===== src/tpc_pkg.sv =====
/*
 package for the T1 performance counter and interrupt word block:
 register offsets, bit positions, reset values, thresholds, timing.
 assumes one 200 MHz clock shared by the block and its event sources.
*/
// Function
// - four-bit frame loss count in upper nibble, +1 per sync loss
// - four-bit realign count in lower nibble, +1 when resync moves alignment
// - eight-bit count, +1 per multiframe with frame sync lost
// - sixteen-bit line violation count shown as high and low bytes
// - sixteen-bit checksum error count shown as high and low bytes
// - interrupt bits set only when unmasked, cleared by reading word
// - word zero bit 7 set on any terminal sync change
// - word zero bit 6 set on multiframe sync change; bit 5 unused
// - word zero bit 4 set when all-ones condition starts or stops
// - word zero bit 3 set when loss of signal begins or ends
// - word zero bit 2 set on two framing errors within six
// - word zero bit 1 set on transmit controlled slip
// - word zero bit 0 set on receive controlled slip
// - word one bit 7 set on framing bit error while in sync
// - word one bit 6 set on local checksum mismatch
// - word one bit 5 set on remote yellow alarm
// - word one bit 4 set when reframe changes alignment
// - word one bit 3 set per violation, except coding substitutions
// - word one bit 2 set on test pattern error
// - no substitution coding: bit 1 on 16 zeros or low density
// - substitution coding: bit 1 on 8 zeros; word one bit 0 unused
// - counters wrap from all ones to zero, reported as overflow
package tpc_pkg;
    localparam int unsigned ADDR_W = 5;
    localparam logic [4:0] OFS_FRM  = 5'h14;
    localparam logic [4:0] OFS_MFL  = 5'h15;
    localparam logic [4:0] OFS_BPVH = 5'h16;
    localparam logic [4:0] OFS_BPVL = 5'h17;
    localparam logic [4:0] OFS_CRCH = 5'h18;
    localparam logic [4:0] OFS_CRCL = 5'h19;
    localparam logic [4:0] OFS_IRQ0 = 5'h1B;
    localparam logic [4:0] OFS_IRQ1 = 5'h1C;
    // word zero bit positions
    localparam int unsigned B0_TFSYN = 7;
    localparam int unsigned B0_MFSYN = 6;
    localparam int unsigned B0_AIS   = 4;
    localparam int unsigned B0_LOS   = 3;
    localparam int unsigned B0_SEV   = 2;
    localparam int unsigned B0_TXS   = 1;
    localparam int unsigned B0_RXS   = 0;
    // word one bit positions
    localparam int unsigned B1_FBE  = 7;
    localparam int unsigned B1_CRC  = 6;
    localparam int unsigned B1_YEL  = 5;
    localparam int unsigned B1_COFA = 4;
    localparam int unsigned B1_BPV  = 3;
    localparam int unsigned B1_PRBS = 2;
    localparam int unsigned B1_PDV  = 1;
    localparam logic [7:0]  RST8   = 8'h00;
    localparam logic [15:0] RST16  = 16'h0000;
    localparam logic [4:0]  PDV_ZAMI  = 5'h10;
    localparam logic [4:0]  PDV_ZB8ZS = 5'h08;
    localparam int unsigned SEV_HIST = 5;
    localparam int unsigned TMR_W    = 20;
    localparam int unsigned CLK_MHZ   = 200;
    localparam int unsigned MF_D4_US  = 1500;
    localparam int unsigned MF_ESF_US = 3000;
    localparam int unsigned MF_D4_CYC  = MF_D4_US * CLK_MHZ;
    localparam int unsigned MF_ESF_CYC = MF_ESF_US * CLK_MHZ;

    typedef struct packed {
        logic tfsync;
        logic mfsync;
        logic ais;
        logic los;
        logic resync_done;
        logic align_moved;
        logic mf_start;
        logic esf;
        logic bpv;
        logic bpv_subst;
        logic crc_err;
        logic tx_slip;
        logic rx_slip;
        logic fbit_valid;
        logic fbit_bad;
        logic yellow;
        logic prbs_err;
        logic bit_valid;
        logic bit_one;
        logic b8zs;
        logic density_low;
    } tpc_ev_s;

    typedef struct packed {
        logic frame_loss;
        logic realign;
        logic mf_loss;
        logic bpv;
        logic crc;
    } tpc_ovf_s;
endpackage


===== src/tpc_perf_irq.sv =====
/*
 performance counters and interrupt words zero and one, read through
 the page register port. assumes all event inputs come from logic on
 sys_clk_in, pulses last one cycle, and rd_stb_in is one cycle per read.
*/
`timescale 1ns/100ps
module tpc_perf_irq #(
    parameter int unsigned MF_D4_CYCLES  = tpc_pkg::MF_D4_CYC,
    parameter int unsigned MF_ESF_CYCLES = tpc_pkg::MF_ESF_CYC
) (
    input  wire logic                       sys_clk_in,
    input  wire logic                       rstn_in,
    input  wire logic                       rd_stb_in,
    input  wire logic [tpc_pkg::ADDR_W-1:0] rd_addr_in,
    output logic      [7:0]                 rd_data_out,
    input  wire tpc_pkg::tpc_ev_s           ev_in,
    input  wire logic [7:0]                 unmask0_in,
    input  wire logic [7:0]                 unmask1_in,
    output logic      [7:0]                 irq0_out,
    output logic      [7:0]                 irq1_out,
    output tpc_pkg::tpc_ovf_s               ovf_out
);
    import tpc_pkg::*;

    typedef logic [TMR_W-1:0] tpc_tmr_t;
    localparam tpc_tmr_t D4_LAST  = tpc_tmr_t'(MF_D4_CYCLES - 1);
    localparam tpc_tmr_t ESF_LAST = tpc_tmr_t'(MF_ESF_CYCLES - 1);

    logic [3:0]          frame_loss_count_q;
    logic [3:0]          realign_count_q;
    logic [7:0]          mfl_q;
    logic [15:0]         bpv_q;
    logic [15:0]         crc_q;
    logic [7:0]          bpv_snap_q;
    logic [7:0]          crc_snap_q;
    logic                bpv_hold_q;
    logic                crc_hold_q;
    logic [7:0]          irq0_q;
    logic [7:0]          irq1_q;
    logic [7:0]          rdata_q;
    tpc_ovf_s            ovf_q;
    logic [3:0]          prev_q;
    tpc_tmr_t            tmr_q;
    logic                lost_seen_q;
    logic [4:0]          zrun_q;
    logic [SEV_HIST-1:0] fb_hist_q;
    logic [7:0]          set0;
    logic [7:0]          set1;
    logic [7:0]          set0_m;
    logic [7:0]          set1_m;
    logic                fl_inc;
    logic                ra_inc;
    logic                mf_edge;
    logic                mf_inc;
    logic                zero_hit;
    logic                sev_set;
    logic                rd0;
    logic                rd1;
    logic [4:0]          zthr;

    // returns the frozen low byte after a high byte read until the low byte is read
    function automatic logic [7:0] low_byte(input logic hold,
                                            input logic [7:0] snap,
                                            input logic [7:0] live);
        return hold ? snap : live;
    endfunction

    assign fl_inc = prev_q[3] & ~ev_in.tfsync;
    assign ra_inc = ev_in.resync_done & ev_in.align_moved;
    assign rd0    = rd_stb_in & (rd_addr_in == OFS_IRQ0);
    assign rd1    = rd_stb_in & (rd_addr_in == OFS_IRQ1);
    assign zthr   = ev_in.b8zs ? PDV_ZB8ZS : PDV_ZAMI;

    // multiframe period follows the framing format
    assign mf_edge = ev_in.mf_start
                   | (tmr_q == (ev_in.esf ? ESF_LAST : D4_LAST));
    assign mf_inc  = mf_edge & (lost_seen_q | ~ev_in.tfsync);

    always_ff @(posedge sys_clk_in or negedge rstn_in) begin
        if (!rstn_in) begin
            tmr_q       <= '0;
            lost_seen_q <= 1'b0;
        end else if (mf_edge) begin
            tmr_q       <= '0;
            lost_seen_q <= 1'b0;
        end else begin
            tmr_q       <= tpc_tmr_t'(tmr_q + 1'b1);
            lost_seen_q <= lost_seen_q | ~ev_in.tfsync;
        end
    end

    always_ff @(posedge sys_clk_in or negedge rstn_in) begin
        if (!rstn_in) begin
            frame_loss_count_q <= RST8[3:0];
            realign_count_q    <= RST8[3:0];
            mfl_q              <= RST8;
        end else begin
            if (fl_inc) begin
                frame_loss_count_q <= 4'(frame_loss_count_q + 4'h1);
            end
            if (ra_inc) begin
                realign_count_q <= 4'(realign_count_q + 4'h1);
            end
            if (mf_inc) begin
                mfl_q <= 8'(mfl_q + 8'h01);
            end
        end
    end

    always_ff @(posedge sys_clk_in or negedge rstn_in) begin
        if (!rstn_in) begin
            bpv_q <= RST16;
            crc_q <= RST16;
        end else begin
            if (ev_in.bpv) begin
                bpv_q <= 16'(bpv_q + 16'h0001);
            end
            if (ev_in.crc_err) begin
                crc_q <= 16'(crc_q + 16'h0001);
            end
        end
    end

    // overflow pulses on the all-ones to zero step
    always_ff @(posedge sys_clk_in or negedge rstn_in) begin
        if (!rstn_in) begin
            ovf_q <= '0;
        end else begin
            ovf_q.frame_loss <= fl_inc & (&frame_loss_count_q);
            ovf_q.realign    <= ra_inc & (&realign_count_q);
            ovf_q.mf_loss    <= mf_inc & (&mfl_q);
            ovf_q.bpv        <= ev_in.bpv & (&bpv_q);
            ovf_q.crc        <= ev_in.crc_err & (&crc_q);
        end
    end

    // pulse density: zero run saturates so each run fires once
    always_ff @(posedge sys_clk_in or negedge rstn_in) begin
        if (!rstn_in) begin
            zrun_q <= '0;
        end else if (ev_in.bit_valid) begin
            if (ev_in.bit_one) begin
                zrun_q <= '0;
            end else if (zrun_q < zthr) begin
                zrun_q <= 5'(zrun_q + 5'h01);
            end
        end
    end
    assign zero_hit = ev_in.bit_valid & ~ev_in.bit_one
                    & (zrun_q == 5'(zthr - 5'h01));

    // framing bit error history over the last five framing bits
    always_ff @(posedge sys_clk_in or negedge rstn_in) begin
        if (!rstn_in) begin
            fb_hist_q <= '0;
        end else if (ev_in.fbit_valid) begin
            fb_hist_q <= {fb_hist_q[SEV_HIST-2:0], ev_in.fbit_bad};
        end
    end
    assign sev_set = ev_in.fbit_valid & ev_in.fbit_bad & (|fb_hist_q);

    always_ff @(posedge sys_clk_in or negedge rstn_in) begin
        if (!rstn_in) begin
            prev_q <= '0;
        end else begin
            prev_q <= {ev_in.tfsync, ev_in.mfsync, ev_in.ais, ev_in.los};
        end
    end

    always_comb begin
        set0           = '0;
        set0[B0_TFSYN] = prev_q[3] ^ ev_in.tfsync;
        set0[B0_MFSYN] = prev_q[2] ^ ev_in.mfsync;
        set0[B0_AIS]   = prev_q[1] ^ ev_in.ais;
        set0[B0_LOS]   = prev_q[0] ^ ev_in.los;
        set0[B0_SEV]   = sev_set;
        set0[B0_TXS]   = ev_in.tx_slip;
        set0[B0_RXS]   = ev_in.rx_slip;
        set1           = '0;
        set1[B1_FBE]   = ev_in.fbit_valid & ev_in.fbit_bad
                       & ev_in.tfsync;
        set1[B1_CRC]   = ev_in.crc_err;
        set1[B1_YEL]   = ev_in.yellow;
        set1[B1_COFA]  = ra_inc;
        set1[B1_BPV]   = ev_in.bpv & ~ev_in.bpv_subst;
        set1[B1_PRBS]  = ev_in.prbs_err;
        set1[B1_PDV]   = zero_hit
                       | (ev_in.density_low & ~ev_in.b8zs);
    end
    assign set0_m = set0 & unmask0_in;
    assign set1_m = set1 & unmask1_in;

    // a set in the clearing cycle wins over the clear
    always_ff @(posedge sys_clk_in or negedge rstn_in) begin
        if (!rstn_in) begin
            irq0_q <= RST8;
            irq1_q <= RST8;
        end else begin
            irq0_q <= (rd0 ? RST8 : irq0_q) | set0_m;
            irq1_q <= (rd1 ? RST8 : irq1_q) | set1_m;
        end
    end

    always_ff @(posedge sys_clk_in or negedge rstn_in) begin
        if (!rstn_in) begin
            bpv_snap_q <= RST8;
            crc_snap_q <= RST8;
            bpv_hold_q <= 1'b0;
            crc_hold_q <= 1'b0;
        end else if (rd_stb_in) begin
            if (rd_addr_in == OFS_BPVH) begin
                bpv_snap_q <= bpv_q[7:0];
                bpv_hold_q <= 1'b1;
            end else if (rd_addr_in == OFS_BPVL) begin
                bpv_hold_q <= 1'b0;
            end
            if (rd_addr_in == OFS_CRCH) begin
                crc_snap_q <= crc_q[7:0];
                crc_hold_q <= 1'b1;
            end else if (rd_addr_in == OFS_CRCL) begin
                crc_hold_q <= 1'b0;
            end
        end
    end

    always_ff @(posedge sys_clk_in or negedge rstn_in) begin
        if (!rstn_in) begin
            rdata_q <= RST8;
        end else if (rd_stb_in) begin
            unique case (rd_addr_in)
                OFS_FRM:  rdata_q <= {frame_loss_count_q,
                                      realign_count_q};
                OFS_MFL:  rdata_q <= mfl_q;
                OFS_BPVH: rdata_q <= bpv_q[15:8];
                OFS_BPVL: rdata_q <= low_byte(bpv_hold_q, bpv_snap_q,
                                              bpv_q[7:0]);
                OFS_CRCH: rdata_q <= crc_q[15:8];
                OFS_CRCL: rdata_q <= low_byte(crc_hold_q, crc_snap_q,
                                              crc_q[7:0]);
                OFS_IRQ0: rdata_q <= irq0_q;
                OFS_IRQ1: rdata_q <= irq1_q;
                default:  rdata_q <= RST8;
            endcase
        end
    end

    assign rd_data_out = rdata_q;
    assign irq0_out    = irq0_q;
    assign irq1_out    = irq1_q;
    assign ovf_out     = ovf_q;
endmodule // tpc_perf_irq


===== config.mk =====
export PLATFORM = sky130hd
export DESIGN_NAME = tpc_perf_irq
export DESIGN_NICKNAME = d
export VERILOG_FILES = /design/src/tpc_pkg.sv /design/src/tpc_perf_irq.sv
export SDC_FILE = /design/constraint.sdc
export NUM_CORES = 1
export LEC_CHECK = 0
export ABC_AREA = 1
export BUFFER_PORTS_ARGS = -buffer_cell sky130_fd_sc_hd__buf_2
export CAP_MARGIN = 0
export CORE_MARGIN = 8
export CORE_UTILIZATION = 44
export DETAILED_ROUTE_END_ITERATION = 8
export HOLD_SLACK_MARGIN = 0.02
export PLACE_DENSITY = 0.65
export SLEW_MARGIN = 20
export SYNTH_ARGS = -nofsm -noshare
export SYNTH_HDL_FRONTEND = slang
export SYNTH_SLANG_ARGS = --single-unit

===== constraint.sdc =====
create_clock -name sys_clk_in -period 1.5 [get_ports sys_clk_in]
set_input_delay 0.15 -clock sys_clk_in [delete_from_list [all_inputs] [get_ports sys_clk_in]]
set_output_delay 0.15 -clock sys_clk_in [all_outputs]
set_load 0.02 [all_outputs]

==> summary.txt <==
Floorplanning
  – Die Area: 19300 um2
  – Num rows: 45
  – Initial Utilization: 44.4%
  – Core Box Area: 15000 um2
  – DIE HEIGHT: 139 um
  – I/O pins: 74
  – Die width: 139 um

Placed design
  – GP Congestion: 0.835
  – HPWL Detailed: 11.6 mm
  – Post-Place Cells: 1111
  – Port buffer count: 69

Drt
  – DRT Pass-1 Iters: 4
  – Mean routed wirelength per cell: 13.7 um
  – Post-route ant nets: 0
  – DR vias: 5643
  – 1st-iter DRT viols: 313
  – Via/cell ratio: 4.81
  – # DRC: 0
  – Final wirelength: 16.1 mm

CTS
  – Clk sinks: 128
  – CTS tree: yes
  – Total CTS buffers: 17
  – Clk slew on worst S/H paths: 0.05 ns
  – Bufs on Longest Clock Path: 2
  – Clock latency on the worst-skew pair: 0.42 ns
  – H-tree levels: 4
  – Clock root buffer: clkbuf_16

Power
  – Comb power frac: 20.0%
  – Pwr/cell area: 1300 nW/um2
  – Share of power burned in registers: 43.1%
  – Int Pwr: 7540 uW
  – Leakage power: 0.00425 uW
  – NetSw: 3370 uW
  – Maximum VDD drop: 0.970 mV
  – Sw frac: 30.9%
  – Clock share of power: 36.9%

Critical path
  – R2r startpoint: tmr_q[0]$_DFF_PN0_
  – Worst setup path startpoint: tmr_q[0]$_DFF_PN0_
  – Crit Path Max Fanout: 7
  – Critical path class: register to register
  – FF-to-FF setup slack: -0.02 ns
  – CP required: 1.80 ns
  – Crit-path max cell delay: 0.35 ns
  – R2R depth: 10
  – Critical-path cell list: ha_2 -> nand2_2 -> nor2_4 -> nand2_1 -> nor2_1 -> nand3_1 -> nand2_4 -> inv_1 -> nand2_1 -> nor2_1
  – Crit start category: register
  – Worst setup path endpoint: tmr_q[3]$_DFF_PN0_
  – Critical Path AT: 1.82 ns
  – R2r endpoint: tmr_q[3]$_DFF_PN0_
  – CP Capture Type: register
  – Slowest cell on crit path: dfrtp_1

Run status
  – Violated checks: negative setup slack
  – Status: complete, but fails checks

Logic synthesis
  – Most used standard cell by instance count after synthesis: nand2_1
  – Cells after Synth: 839
  – Sequential-to-total area share from yosys stat: 48.2%
  – Post-synthesis register bit count: 128
  – Post-synth cell types: 38
  – Largest area contributor in the netlist: dfrtp_1
  – Post-synth top cells: nand2_1, dfrtp_1, inv_1, nor2_1, o21ai_0
  – Post-synth EDFFs: 0
  – Syn_area_per_cell: 7.92 um2
  – Synth area leaders: dfrtp_1, nand2_1, inv_1
  – FFs w/ async S/R, synth: 100%
  – Main synth FF type: dfrtp_1
  – Synth top area share: 48.2%
  – Post-Syn Area: 6650 um2
  – Synthesis warning total: 0

Hold path
  – Hold crit path type: input pin to register

Layout
  – Final antenna diode count: 0
  – Fin util: 55.9%
  – NumNets Final: 1029
  – Share of post-route cells with drive strength above 1: 19.1%
  – Area Overhead vs Synth: 25.9%
  – Non-Filler Instances: 1172

Timing
  – Setup TNS: -0.0582 ns
  – Period Utilization, post-route: 101%
  – Final worst slack: -0.0173 ns
  – Final Hold Vio Count: 0
  – Final slew viol count: 0
  – Clock Skews: 0.00783 ns
  – Endpoints failing setup: 10
  – Final min period: 1.52 ns
  – Fmax: 659 MHz
  – RSZ-0062 raised after global routing: yes

Global routing
  – Total track usage: 17.4%
  – GRT overflow: 0
  – Vias in the first global route: 5568
  – First-pass GRT wire length: 26.9 mm
  – Initial antenna violation count: 0
  – Largest net degree at the start of global routing: 51

Job
  – Max Cap Violations: 0
[worst max-delay path: cells and delay by family, from the launching register on]
| kind | cells | cell delay (ns) |
|---|---|---|
| adder cells (fa/ha/maj) | 1 | 0.19 |
| buffers and inverters | 1 | 0.14 |
| AND/OR/NAND/NOR | 8 | 0.71 |
| flip-flops | 1 | 0.35 |
[per-stage QoR]
stage / worst slack [ns] / total power (uW) / instance area [um2] / hold slack (ns)
finish: -0.0173 / 10900 / 8370 / 0.0370
global placement: -0.0133 / 6680 / 7370 / 0.178
detailed placement: -0.0568 / 6740 / 7370 / 0.178
floorplan: 0.105 / 5980 / 6650 / -0.146
global route: -0.177 / 11600 / 8370 / 0.0588
CTS: -0.0315 / 10900 / 8220 / 0.0305
[sequential cells by signal (all words and copies together), names as in the netlist]
register,count
ovf_out,5
lost_seen_q,1
irq1_out,7
frame_loss_count_q,4
zrun_q,5
prev_q,4
rd_data_out,8
crc_q,16
crc_snap_q,8
realign_count_q,4
fb_hist_q,5
bpv_snap_q,8
bpv_q,16
crc_hold_q,1
tmr_q,20
irq0_out,7
mfl_q,8
bpv_hold_q,1
[worst min path at each step]
stage                         start                         end  slack, ns  depth (start not counted)
after global placement      rstn_in         prev_q[0]$_DFF_PN0_       0.18                          2
final                     ev_in[11]       irq1_out[3]$_DFF_PN0_       0.04                          4
after global routing      rd_stb_in  rd_data_out[0]$_DFFE_PN0P_       0.06                          3
after floorplan             rstn_in      bpv_hold_q$_DFFE_PN0P_      -0.15                          0
after detailed placement    rstn_in         prev_q[0]$_DFF_PN0_       0.18                          2
after CTS                 ev_in[11]       irq1_out[3]$_DFF_PN0_       0.03                          4
[area by class of cell]
class                           instances  area, um2
Fill cell                            1390       6610
Tap cell                              188        235
Inverter                              111        420
Timing Repair Buffer                  126        876
Multi-Input combinational cell        590       3060
Clock inverter                          6       82.6
Clock buffer                           23        488
Sequential cell                       128       3210
[repair_timing]
item	4_1_cts	5_1_grt
resized for setup	2	29
setup buffers	0	4
hold buffers	27	0
cloned	0	1
setup endpoints to repair	18	50
hold endpoints to repair	151	0
pin swaps	0	6
[cell families after synthesis]
family	count (synthesis)	share of synthesized area [%]
DFF	128	48.2
AOI/OAI and AO/OA	93	7.55
adders and majority gates	10	1.88
other	1	0.0564
buffers and inverters	123	7.48
and+or+nand+nor	443	29.4
xor gates and xnor gates	41	5.40
[placed cells by master (no fill, tap or decap), types with 9 or more instances in the layout]
cell / n
nand3_1: 32
nor3_1: 10
o21ai_0: 72
xor2_1: 36
nor2_2: 9
nor2_1: 82
nand3_2: 11
buf_2: 68
nand4_1: 16
inv_1: 104
buf_4: 27
dfrtp_1: 125
nand2_1: 250
dlygate4sd3_1: 27
clkbuf_16: 17
[power groups by stage]
stage               Combinational, uW  Clock, uW  Sequential [uW]
floorplan                        1340          0             4640
global placement                 1950          0             4730
detailed placement               2000          0             4730
CTS                              2080       4100             4690
global route                     2500       4260             4790
finish                           2180       4030             4700
[metal layers]
layer	global-route usage, %	part of all wire, %
met1	22.3	46
met2	28.2	48
met3	3.96	3.4
met4	6.93	1.9
met5	0	0
Note: power is estimated with default switching activity, not from simulation.
